[src/core/esr_pkg.sv]
// shared constants for the parallel-port fifo service-request block
// Function
// - reverse DMA: request asserted whenever fifo holds a byte and DMA is enabled.
// - request drops when fifo empties, or terminal count arrives with acknowledge active.
// - last byte: request released on acknowledge going active, else on read strobe.
// - after an empty-caused drop, request returns as soon as one byte is present.
// - after a terminal-count drop, request returns only once software clears the mask.
// - programmed I/O decodes data/test fifo at 400H and address fifo at 000H.
// - in programmed I/O mode service is requested on the interrupt output.
// - a threshold of sixteen behaves exactly like a threshold of fifteen.
// - reverse, mask clear: interrupt while byte count >= sixteen minus threshold.
// - forward, mask clear: interrupt while byte count <= threshold.
// - test mode exposes read and write service levels and fifo depth.
// - mask set blocks DMA and service interrupts; clearing it raises pending ones at once.
// - effective threshold 1..16 is the four-bit field plus one.
// - terminal count raises the interrupt and sets the mask, stopping DMA.
// - request held at most 32 DMA cycles, then low until acknowledge idle 350 ns.
package esr_pkg;
	localparam int unsigned FIFO_DEPTH     = 16;
	localparam int unsigned DATA_W         = 8;
	localparam int unsigned CMD_BIT        = 8;
	localparam int unsigned ADDR_W         = 11;
	localparam logic [10:0] DATA_FIFO_OFS  = 11'h400;
	localparam logic [10:0] ADDR_FIFO_OFS  = 11'h000;
	localparam int unsigned THR_CAP        = 15;
	localparam logic        MASK_RST       = 1'b1;
	localparam int unsigned CLK_PERIOD_NS  = 20;
	localparam int unsigned DMA_IDLE_NS    = 350;
	localparam int unsigned DMA_IDLE_CYC   = (DMA_IDLE_NS + CLK_PERIOD_NS - 1) / CLK_PERIOD_NS;
	localparam int unsigned DMA_BURST_MAX  = 32;
	localparam logic [3:0]  CTL_SYNC_RST   = 4'h7;
endpackage

[src/core/esr_fifo_mem.sv]
// fifo storage array with registered read data
`timescale 1ns/1ns
`default_nettype none
module esr_fifo_mem #(
	parameter int unsigned W     = 9,
	parameter int unsigned DEPTH = 16,
	parameter int unsigned AW    = 4
) (
	// clock
	input  wire logic          ref_clk,
	// write side
	input  wire logic          wr_en,
	input  wire logic [AW-1:0] wr_addr,
	input  wire logic [W-1:0]  wr_data,
	// read side
	input  wire logic          rd_en,
	input  wire logic [AW-1:0] rd_addr,
	output logic      [W-1:0]  rd_data
);
	logic [W-1:0] mem_q [DEPTH];

	always_ff @(posedge ref_clk) begin
		if (wr_en) begin
			mem_q[wr_addr] <= wr_data;
		end
		if (rd_en) begin
			rd_data <= mem_q[rd_addr];
		end
	end
endmodule
`default_nettype wire

[src/core/esr_fifo_service.sv]
// fifo with DMA request and programmed-I/O service interrupt generation
`timescale 1ns/1ns
`default_nettype none
module esr_fifo_service #(
	parameter int unsigned DEPTH     = esr_pkg::FIFO_DEPTH,
	parameter int unsigned BURST_MAX = esr_pkg::DMA_BURST_MAX,
	parameter int unsigned IDLE_CYC  = esr_pkg::DMA_IDLE_CYC
) (
	// clock and reset
	input  wire logic                        ref_clk,
	input  wire logic                        srst,
	// host bus pins
	input  wire logic [esr_pkg::ADDR_W-1:0]  io_addr,
	input  wire logic [esr_pkg::DATA_W-1:0]  io_wdata,
	input  wire logic                        io_read_strobe_n,
	input  wire logic                        io_write_strobe_n,
	input  wire logic                        port_dma_ack_n,
	input  wire logic                        terminal_count,
	output logic      [esr_pkg::DATA_W-1:0]  io_rdata,
	output logic                             io_rdata_oe,
	// service requests
	output logic                             port_dma_request,
	output logic                             port_interrupt_out,
	// control
	input  wire logic                        direction,
	input  wire logic                        dma_enable_bit,
	input  wire logic                        test_mode,
	input  wire logic [3:0]                  threshold_field,
	input  wire logic                        mask_wr,
	input  wire logic                        mask_wr_val,
	output logic                             service_intr_mask,
	// status
	output logic      [$clog2(DEPTH):0]      fifo_count,
	output logic                             fifo_empty,
	output logic                             fifo_full,
	output logic      [$clog2(DEPTH):0]      write_service_level,
	output logic      [$clog2(DEPTH):0]      read_service_level,
	output logic      [$clog2(DEPTH):0]      fifo_depth,
	// peripheral fill side (reverse)
	input  wire logic                        periph_in_valid,
	input  wire logic [esr_pkg::DATA_W-1:0]  periph_in_data,
	output logic                             periph_in_ready,
	// peripheral drain side (forward), bit 8 marks a command byte
	output logic                             periph_out_valid,
	output logic      [esr_pkg::DATA_W:0]    periph_out_data,
	input  wire logic                        periph_out_ready
);
	localparam int unsigned AW = $clog2(DEPTH);
	localparam int unsigned CW = AW + 1;
	localparam int unsigned BW = $clog2(BURST_MAX + 1);
	localparam int unsigned IW = $clog2(IDLE_CYC + 1);
	localparam int unsigned MW = esr_pkg::DATA_W + 1;
	localparam int unsigned SW = esr_pkg::ADDR_W + esr_pkg::DATA_W;
	localparam logic [CW-1:0] DEPTH_C   = CW'(DEPTH);
	localparam logic [CW-1:0] THR_CAP_C = CW'(esr_pkg::THR_CAP);
	localparam logic [BW-1:0] BURST_C   = BW'(BURST_MAX - 1);
	localparam logic [IW-1:0] IDLE_C    = IW'(IDLE_CYC - 1);

	// pin synchronisers: {tc, ack_n, write_n, read_n} and {addr, data}
	logic [3:0]    ctl_s1_q, ctl_s2_q, ctl_s3_q;
	logic [SW-1:0] bus_s1_q, bus_s2_q;

	always_ff @(posedge ref_clk) begin
		if (srst) begin
			ctl_s1_q <= esr_pkg::CTL_SYNC_RST;
			ctl_s2_q <= esr_pkg::CTL_SYNC_RST;
			ctl_s3_q <= esr_pkg::CTL_SYNC_RST;
		end else begin
			ctl_s1_q <= {terminal_count, port_dma_ack_n, io_write_strobe_n, io_read_strobe_n};
			ctl_s2_q <= ctl_s1_q;
			ctl_s3_q <= ctl_s2_q;
		end
	end

	always_ff @(posedge ref_clk) begin
		bus_s1_q <= {io_addr, io_wdata};
		bus_s2_q <= bus_s1_q;
	end

	wire                              rd_fall  = ctl_s3_q[0] & ~ctl_s2_q[0];
	wire                              wr_fall  = ctl_s3_q[1] & ~ctl_s2_q[1];
	wire                              ack_fall = ctl_s3_q[2] & ~ctl_s2_q[2];
	wire                              ack_act  = ~ctl_s2_q[2];
	wire                              rd_act   = ~ctl_s2_q[0];
	wire                              tc_s     = ctl_s2_q[3];
	wire [esr_pkg::ADDR_W-1:0]        addr_s   = bus_s2_q[SW-1:esr_pkg::DATA_W];
	wire [esr_pkg::DATA_W-1:0]        data_s   = bus_s2_q[esr_pkg::DATA_W-1:0];

	// port decode; a DMA cycle needs no valid address
	wire hit_data = addr_s == esr_pkg::DATA_FIFO_OFS;
	wire hit_addr = addr_s == esr_pkg::ADDR_FIFO_OFS;
	wire rev_path = direction | test_mode;
	wire fwd_path = ~direction | test_mode;
	wire rd_hit   = ack_act | hit_data;
	wire wr_hit   = ack_act | hit_data | (hit_addr & ~test_mode);
	wire cmd_wr   = ~ack_act & ~hit_data & hit_addr;

	// occupancy and pointers
	logic [CW-1:0] count_q;
	logic [AW-1:0] wr_ptr_q, rd_ptr_q;
	wire           empty = count_q == '0;
	wire           full  = count_q == DEPTH_C;

	// two-entry drain buffer toward the peripheral
	logic [1:0]    buf_cnt_q;
	logic [MW-1:0] buf0_q, buf1_q;
	logic          drain_pend_q, host_pend_q;
	wire [MW-1:0]  mem_rdata;
	wire           buf_room = (buf_cnt_q == 2'd0) | ((buf_cnt_q == 2'd1) & ~drain_pend_q);
	wire           buf_in   = drain_pend_q;
	wire           buf_out  = periph_out_valid & periph_out_ready;

	wire periph_push = periph_in_valid & direction & ~test_mode & ~full;
	wire host_push   = wr_fall & wr_hit & fwd_path & ~full;
	wire push        = periph_push | host_push;
	wire host_pop    = rd_fall & rd_hit & rev_path & ~empty;
	wire drain_pop   = ~direction & ~test_mode & ~empty & buf_room;
	wire pop         = host_pop | drain_pop;
	wire [MW-1:0] push_data = host_push ? {cmd_wr, data_s} : {1'b0, periph_in_data};

	wire [CW-1:0] count_d = count_q + CW'(push) - CW'(pop);

	always_ff @(posedge ref_clk) begin
		if (srst) begin
			count_q  <= '0;
			wr_ptr_q <= '0;
			rd_ptr_q <= '0;
		end else begin
			count_q  <= count_d;
			wr_ptr_q <= wr_ptr_q + AW'(push);
			rd_ptr_q <= rd_ptr_q + AW'(pop);
		end
	end

	esr_fifo_mem #(
		.W     (MW),
		.DEPTH (DEPTH),
		.AW    (AW)
	) u_mem (
		.ref_clk (ref_clk),
		.wr_en   (push),
		.wr_addr (wr_ptr_q),
		.wr_data (push_data),
		.rd_en   (pop),
		.rd_addr (rd_ptr_q),
		.rd_data (mem_rdata)
	);

	// host read data and bus drive
	always_ff @(posedge ref_clk) begin
		if (srst) begin
			host_pend_q  <= 1'b0;
			drain_pend_q <= 1'b0;
			io_rdata     <= '0;
			io_rdata_oe  <= 1'b0;
		end else begin
			host_pend_q  <= host_pop;
			drain_pend_q <= drain_pop;
			io_rdata_oe  <= rd_act & rd_hit & rev_path;
			if (host_pend_q) begin
				io_rdata <= mem_rdata[esr_pkg::DATA_W-1:0];
			end
		end
	end

	// drain buffer: a stalled peripheral holds words here and the fifo backs up
	always_ff @(posedge ref_clk) begin
		if (srst) begin
			buf_cnt_q <= 2'd0;
			buf0_q    <= '0;
			buf1_q    <= '0;
		end else begin
			if (buf_in & buf_out) begin
				if (buf_cnt_q == 2'd1) begin
					buf0_q <= mem_rdata;
				end else begin
					buf0_q <= buf1_q;
					buf1_q <= mem_rdata;
				end
			end else if (buf_in) begin
				buf_cnt_q <= buf_cnt_q + 2'd1;
				if (buf_cnt_q == 2'd0) begin
					buf0_q <= mem_rdata;
				end else begin
					buf1_q <= mem_rdata;
				end
			end else if (buf_out) begin
				buf_cnt_q <= buf_cnt_q - 2'd1;
				buf0_q    <= buf1_q;
			end
		end
	end

	// threshold and service levels
	wire [CW-1:0] thr_raw = CW'(threshold_field) + CW'(1);
	wire [CW-1:0] thr_eff = (thr_raw > THR_CAP_C) ? THR_CAP_C : thr_raw;
	wire [CW-1:0] svc_lvl = DEPTH_C - thr_eff;
	wire          rev_svc = count_q >= svc_lvl;
	wire          fwd_svc = count_q <= thr_eff;

	// mask and terminal count
	logic mask_q, tc_irq_q, irq_q;
	wire  tc_event = tc_s & ack_act & dma_enable_bit & ~mask_q;
	wire  mask_clr = mask_wr & ~mask_wr_val;

	always_ff @(posedge ref_clk) begin
		if (srst) begin
			mask_q   <= esr_pkg::MASK_RST;
			tc_irq_q <= 1'b0;
		end else begin
			if (tc_event) begin
				mask_q <= 1'b1;
			end else if (mask_wr) begin
				mask_q <= mask_wr_val;
			end
			if (tc_event) begin
				tc_irq_q <= 1'b1;
			end else if (mask_clr) begin
				tc_irq_q <= 1'b0;
			end
		end
	end

	// level condition re-evaluated every cycle, so clearing the mask fires at once
	wire pio_irq = ~mask_q & ~dma_enable_bit & ~test_mode & (direction ? rev_svc : fwd_svc);

	always_ff @(posedge ref_clk) begin
		if (srst) begin
			irq_q <= 1'b0;
		end else begin
			irq_q <= tc_irq_q | pio_irq;
		end
	end

	// DMA request
	logic          dreq_q, last_hold_q, hold_q;
	logic [BW-1:0] burst_q;
	logic [IW-1:0] idle_q;
	wire           dma_ok    = dma_enable_bit & ~mask_q & ~test_mode;
	wire           want      = dma_ok & (direction ? ~empty : ~full);
	wire           dma_edge  = ack_fall | (rd_fall & ack_act);
	wire           last_set  = dma_edge & direction & (count_q == CW'(1));
	wire           burst_hit = ack_fall & dreq_q & (burst_q == BURST_C);
	wire           tc_drop   = tc_s & ack_act;

	always_ff @(posedge ref_clk) begin
		if (srst) begin
			last_hold_q <= 1'b0;
		end else if (last_set) begin
			last_hold_q <= 1'b1;
		end else if (~ack_act) begin
			last_hold_q <= 1'b0;
		end
	end

	always_ff @(posedge ref_clk) begin
		if (srst) begin
			burst_q <= '0;
			hold_q  <= 1'b0;
			idle_q  <= '0;
		end else if (hold_q) begin
			burst_q <= '0;
			if (ack_act) begin
				idle_q <= '0;
			end else if (idle_q == IDLE_C) begin
				hold_q <= 1'b0;
			end else begin
				idle_q <= idle_q + IW'(1);
			end
		end else if (burst_hit) begin
			hold_q  <= 1'b1;
			idle_q  <= '0;
			burst_q <= '0;
		end else if (~dreq_q) begin
			burst_q <= '0;
		end else if (ack_fall) begin
			burst_q <= burst_q + BW'(1);
		end
	end

	always_ff @(posedge ref_clk) begin
		if (srst) begin
			dreq_q <= 1'b0;
		end else begin
			dreq_q <= want & ~hold_q & ~burst_hit & ~last_set & ~last_hold_q & ~tc_drop;
		end
	end

	// outputs
	assign port_dma_request    = dreq_q;
	assign port_interrupt_out  = irq_q;
	assign service_intr_mask   = mask_q;
	assign fifo_count          = count_q;
	assign fifo_empty          = empty;
	assign fifo_full           = full;
	assign write_service_level = svc_lvl;
	assign read_service_level  = svc_lvl;
	assign fifo_depth          = DEPTH_C;
	assign periph_in_ready     = direction & ~test_mode & ~full;
	assign periph_out_valid    = buf_cnt_q != 2'd0;
	assign periph_out_data     = buf0_q;
endmodule
`default_nettype wire

[config.mk]
export PLATFORM = sky130hd
export DESIGN_NAME = esr_fifo_service
export DESIGN_NICKNAME = d
export VERILOG_FILES = /design/src/core/esr_pkg.sv /design/src/core/esr_fifo_mem.sv /design/src/core/esr_fifo_service.sv
export SDC_FILE = /design/constraint.sdc
export NUM_CORES = 1
export LEC_CHECK = 0
export ABC_AREA = 1
export BUFFER_PORTS_ARGS = -buffer_cell sky130_fd_sc_hd__buf_4
export CAP_MARGIN = 30
export CORE_MARGIN = 1
export CORE_UTILIZATION = 40
export CTS_BUF_LIST = sky130_fd_sc_hd__clkbuf_4
export CTS_CLUSTER_DIAMETER = 50
export DETAILED_ROUTE_END_ITERATION = 8
export GPL_TIMING_DRIVEN = 0
export PLACE_DENSITY_LB_ADDON = 0.1
export SLEW_MARGIN = 10
export SYNTH_ARGS = -nofsm -noshare
export SYNTH_HDL_FRONTEND = slang
export SYNTH_SLANG_ARGS = --single-unit
[constraint.sdc]
create_clock -name ref_clk -period 4.05 [get_ports ref_clk]
set_clock_uncertainty 0.05 [all_clocks]
set_input_delay 0.6075 -clock ref_clk [delete_from_list [all_inputs] [get_ports ref_clk]]
set_output_delay 0.6075 -clock ref_clk [all_outputs]
set_load 0.1 [all_outputs]
; Word-level counts from Yosys, hierarchy flattened
; Memories as Yosys holds them, arrays and structs flattened. A register that Yosys moved wholly into a read port is not among the register bits.
; Index checks and enable logic that the tools add are counted.
[op_classes]
addsub = 10
n_eq_ne = 10
n_reduce_logical = 16
magnitude_cmp = 3
mux = 29
bitwise_logic = 73
[ops]
columns = operator, n
row1 = 2-to-1 mux 9 bit, 10
row2 = bitwise AND 1 bit, 45
row3 = 2-to-1 mux 5 bit, 5
row4 = inverter 1 bit, 19
row5 = 2-to-1 mux 1 bit, 12
row6 = nonzero test 2 bit, 6
row7 = "== test 11 bit, second input constant", 1
row8 = zero test 11 bit, 1
row9 = "== test 5 bit, second input constant", 2
row10 = bitwise OR 1 bit, 9
row11 = adder 4 x 1 -> 4 bit, 2
row12 = "adder 6 x 1 -> 6 bit, second input constant", 1
row13 = "== test 6 x 5 -> 1 bit, second input constant", 1
row14 = AND reduction 2 bit, 3
row15 = "adder 4 x 1 -> 5 bit, second input constant", 1
row16 = adder 5 x 1 -> 5 bit, 1
row17 = "adder 5 x 1 -> 5 bit, second input constant", 1
row18 = "== test 5 x 1 -> 1 bit, second input constant", 1
row19 = greater-or-equal comparator 5 bit, 1
row20 = "> comparator 5 x 4 -> 1 bit, second input constant", 1
row21 = less-or-equal comparator 5 bit, 1
row22 = zero test 5 bit, 1
row23 = subtractor 5 x 1 -> 5 bit, 1
row24 = "subtractor 5 bit, first input constant", 1
row25 = other kinds (13), 14
[totals]
register_bits = 110
wordCells = 165
n_memories = 1
mem_bits_rw = 144
input_bits = 44
out_inout_bits = 45
[mem_list]
columns = memory, depth, word_bits, rd, rd_ports_with_merged_regs, write_ports, line
row1 = u_mem.mem_q, 16, 9, 1, 1, 1, esr_fifo_mem.sv:20  ; logic [W-1:0] mem_q [DEPTH];

; Longest topological paths before layout
[depth]
ltp_word = 10
ltp_mapped = 21
ltp_nobuf = 21

; Hierarchy
; Synthesis repeated with hierarchy kept, for this count alone.
[unflattened]
cells_unflattened = 1142
hier_area_um2 = 11123.2
[modules_own_cells]
columns = module, cells_per_inst, area_each_um2, seq_area_each_um2, n_inst
row1 = esr_fifo_mem, 615, 6592.6, 4594.4, 1
row2 = esr_fifo_service, 527, 4530.6, 2202.1, 1

; Least setup slack after synthesis
; No wires, ideal clock.
[synth_path]
path_type = flip-flop to flip-flop
from = register count_q[3], in the netlist fifo_count[3]
to = register count_q[4], in the netlist fifo_count[4]
t_arrival_ns = 4.901
setup_ns = 0.128
t_required_ns = 3.872
stages_incl_launch_ff = 22
path_slack_ns = -1.029
path_buffers = 0
synth_period_minus_slack_ns = 5.079
path_cell_list = dfxtp_1 inv_1 ha_1 inv_1 nor3_1 inv_1 nor2_1 inv_1 nand2_1 inv_1 nand2_2 nand2_1 inv_1 ha_1 inv_1 ha_1 inv_1 fa_1 nor3_1 a211oi_1 o21ai_0 a21oi_1
[synth_via]
elab_chain_len = 6
elab_cells_between_ends = 13
classes_between = 2 x add/sub / 1 x eq/ne / 9 x bitwise / 1 x reduce/logical
[synth_lines]
columns = element, line
row1 = from (decl), esr_fifo_service.sv:99  ; logic [CW-1:0] count_q;
row2 = from (signal assigned), esr_fifo_service.sv:129  ; count_q <= count_d;
row3 = == test 5 bit (*), esr_fifo_service.sv:102  ; wire full = count_q == DEPTH_C;
row4 = via fifo_full, esr_fifo_service.sv:35  ; output logic fifo_full,
row5 = inverter 1 bit (*), "esr_fifo_service.sv:113, esr_fifo_service.sv:114"
row6 = "bitwise AND 1 bit, on equally long branches", "esr_fifo_service.sv:113, esr_fifo_service.sv:114"
row7 = bitwise OR 1 bit (*), esr_fifo_service.sv:115  ; wire push = periph_push | host_push;
row8 = adder 5 x 1 -> 5 bit (*), esr_fifo_service.sv:121  ; wire [CW-1:0] count_d = count_q + CW'(push) - CW'(pop);
row9 = subtractor 5 x 1 -> 5 bit (*), esr_fifo_service.sv:121
; Mark *: on every way through the listed nets, which the timed path passes. The rest lies on a longest branch.
; A chain may end at the register's enable or synchronous reset.

; Final worst setup path
[layout_path]
from = register bus_s2_q[9]
to = register count_q[4], in the netlist fifo_count[4]
[layout_via]
elab_chain_len = 9
elab_cells_between_ends = 15
classes_between = 2 x add/sub / 1 x eq/ne / 11 x bitwise / 1 x reduce/logical
[layout_lines]
columns = element, line
row1 = from (decl), esr_fifo_service.sv:61  ; logic [SW-1:0] bus_s1_q, bus_s2_q;
row2 = from (signal assigned), esr_fifo_service.sv:77  ; bus_s2_q <= bus_s1_q;
row3 = == test 11 bit or zero test 11 bit (tied branches), "esr_fifo_service.sv:90, esr_fifo_service.sv:91"
row4 = bitwise OR 1 bit or bitwise AND 1 bit (tied branches), "esr_fifo_service.sv:94, esr_fifo_service.sv:95"
row5 = bitwise OR 1 bit, esr_fifo_service.sv:95  ; wire wr_hit = ack_act | hit_data | (hit_addr & ~test_mode);
row6 = bitwise AND 1 bit (3 in a row), esr_fifo_service.sv:114  ; wire host_push = wr_fall & wr_hit & fwd_path & ~full;
row7 = bitwise OR 1 bit, esr_fifo_service.sv:115
row8 = adder 5 x 1 -> 5 bit, esr_fifo_service.sv:121
row9 = subtractor 5 x 1 -> 5 bit (*), esr_fifo_service.sv:121
; Every way passes the cells marked *; elsewhere a longest branch is shown, timed or not.

==> results.yml <==
run_status:
  outcome: "finished with violations"
  violations: "design-rule violations"
clock_network:
  tritoncts: "yes"
  clk-insertion-delay-late_ns: 0.67
  ctsLongestPathBuffers: 3
  ctsHoldBuffers: 19
  htreeDepth: 3
  cts-resized-gates: 0
  cts_root_buf: "clkbuf_4"
  postCtsSetupRepairBufs: 0
  clock_sinks: 263
  cts_buffers: 71
  clkTransAtPathRegs_ns: 0.06
synthesis:
  synth_ff_type: "edfxtp_1"
  synth_cell_types: 42
  synth_cells: 965
  synthTopCellsByArea: "edfxtp_1 (43%), dfxtp_1 (21%), inv_1 (4.5%)"
  synthArstFlopShare_pct: 0
  synth_area_leader_cell: "edfxtp_1"
  seq_area_frac_synth_pct: 63.7
  yosysTopAreaCellShare_pct: 43.0
  syn-cell-area_um2: 10700
  synth-seq-cells: 263
  yosysWarnings: 0
  synth_edf_count: 153
  syn-mean-instance-area_um2: 11.1
global_routing:
  grt_max_degree: 17
  antenna_found_initial: 1
  grtUsageTotal_pct: 19.3
  grt_pass1_wl_mm: 39.4
  overflow: 0
  grt_pass1_vias: 7206
sta:
  worst_pin_slew_ns: 0.911
  period_minus_slack_ns: 3.59
  post-route-period-util_pct: 88.5
  setup_violations: 0
  hold_viol: 0
  rsz0062_at_grt: "false"
  setup_tns_ns: 0
  slew_headroom_pct: 39.3
  maxSlewViolCount: 0
  fmax_mhz: 279
detailed_routing:
  vias: 7527
  dr.first_iter.drc_count: 483
  antenna_left: 0
  remaining_drc_errors: 10
  dr.pass1.iters: 6
  avgRoutedWirePerCell_um: 16.5
  wirelength_mm: 25.5
  via_per_inst: 4.86
setup_path:
  timing.rr.start: "bus_s2_q[9]"
  worst_setup_path_start_kind: "flip-flop"
  critPathKind: "flip-flop to flip-flop"
  worstPathArrival_ns: 4.05
  r2r_end: "fifo_count[4]"
  timing.reg2reg.setup_slack_ns: 0.46
  worstSetupStartpoint: "bus_s2_q[9]"
  crit_path_end_kind: "flip-flop"
  cp_max_fo: 11
  reg2reg_depth: 15
  worst_ep_required_time_ns: 4.52
floorplan:
  floorplan.initialDensity_pct: 40.9
  row_count: 59
  core_um2: 26100
  die_height_um: 165
  ios: 89
  die-area_um2: 27300
  die-width_um: 165
worst_hold_path:
  hold_path_class: "primary input to flip-flop"
  min_from: "port_dma_ack_n"
  holdPathEnd: "ctl_s1_q[2]"
  hold_depth: 2
pwr:
  vdd_drop_max_v: 0.000308
  power_density_nw_per_um2: 581
  power_w: 0.00754
  leakage_nw: 5.30
finish:
  syn_to_final_growth_pct: 21.6
  finalInstanceArea_um2: 13000
  layout_commonest_cell: "edfxtp_1"
  layout-drive-gt1-share_pct: 22.5
  most-common-layout-cells: "edfxtp_1 (153), inv_1 (129), dfxtp_1 (106), clkbuf_4 (106), buf_4 (102)"
  fin_nets: 1224
placement:
  dpl_cell_area_um2: 11800
  hpwl_mm: 17.6
  port-buffer-count: 82
  gp_congestion: 0.842
run:
  maxCapViolations: 0
## synthesized netlist by cell type (5+ instances only)
cell type	count
xor2_1	5
nand4_1	8
buf_1	5
o21bai_1	10
ha_1	25
nor3_1	10
edfxtp_1	153
mux2i_1	36
buf_4	10
inv_1	129
o211ai_1	36
or2_2	6
mux2_2	9
nand3_1	30
a21oi_1	84
nand2_1	91
nor2_1	51
buf_2	10
o21ai_0	89
dfxtp_1	110
clkbuf_1	20
## how the worst max path moves through the flow
stage	endpoint	depth (start not counted)
after detailed placement	fifo_count[4]	15
after CTS	fifo_count[4]	15
after global placement	fifo_count[4]	15
final	fifo_count[4]	15
after global routing	fifo_count[4]	15
after floorplan	fifo_count[4]	21
## worst max-delay path, cell delays in order, from the launching register on
cell and delay (ns):
dfxtp_1 0.30, nor4_1 0.25, and2_2 0.22, a31oi_1 0.26, nor3_1 0.22, nand2_1 0.10
nand2_1 0.49, ha_1 0.35, inv_1 0.05, ha_1 0.15, inv_1 0.06, fa_1 0.41
nor3_1 0.23, a211oi_1 0.09, o21ai_0 0.14, a21oi_1 0.05
## where the power goes
group          switching, W  internal (W)  leakage [nW]
combinational       0.00151      0.000574          2.47
clock               0.00109       0.00128         0.553
sequential        0.0000963       0.00299          2.28
total               0.00270       0.00484          5.30
## final cells by class
class / count / area, um^2
Sequential cell: 263 / 6800
Clock buffer: 106 / 796
Tap cell: 335 / 419
Multi-Input combinational cell: 525 / 3180
Buffer: 47 / 241
Antenna cell: 2 / 5.00
Inverter: 134 / 503
Clock inverter: 25 / 145
Fill cell: 2471 / 13100
Timing Repair Buffer: 112 / 892
## metal layers
metal	wire, um	global-route usage, %	vias to the layer above	part of all wire (%)
li1	-	-	3754	-
met1	12100	26.0	3527	47
met2	11600	30.4	193	46
met3	1200	3.97	53	4.7
met4	634	7.64	0	2.5
met5	0	0	-	0
## per-stage QoR
step                      util [%]  hold slack (ns)  setup slack, ns  cells
after floorplan                  -            0.260          -0.0311    969
after global placement        45.0            0.261            0.482   1386
after detailed placement      45.2            0.262            0.458   1393
after CTS                     49.6           0.0203            0.397   1543
after global routing          49.7           0.0335           0.0881   1549
final                         49.7           0.0878            0.465   1549
## sequential cells by signal, indices dropped and copies added (netlist names), 5 cells and up
signal	cells
periph_out_data	9
u_mem.rd_data	9
buf1_q	9
u_mem.mem_q	144
io_rdata	8
fifo_count	5
idle_q	5
bus_s1_q	19
burst_q	6
bus_s2_q	19
## cell families (layout without fill, tap and decap cells)
kind of cell,Yosys count,in the layout,synth area share [%]
AND/OR/NAND/NOR,210,210,8.94
AO/OA/AOI/OAI,229,229,12.2
XOR/XNOR,9,9,0.738
multiplexers,45,45,4.32
other,2,8,0.0703
buffers and inverters,181,424,6.97
flip-flops,263,263,63.7
adder cells (fa/ha/maj),26,26,3.12
Power figures use the tool's default switching activity.
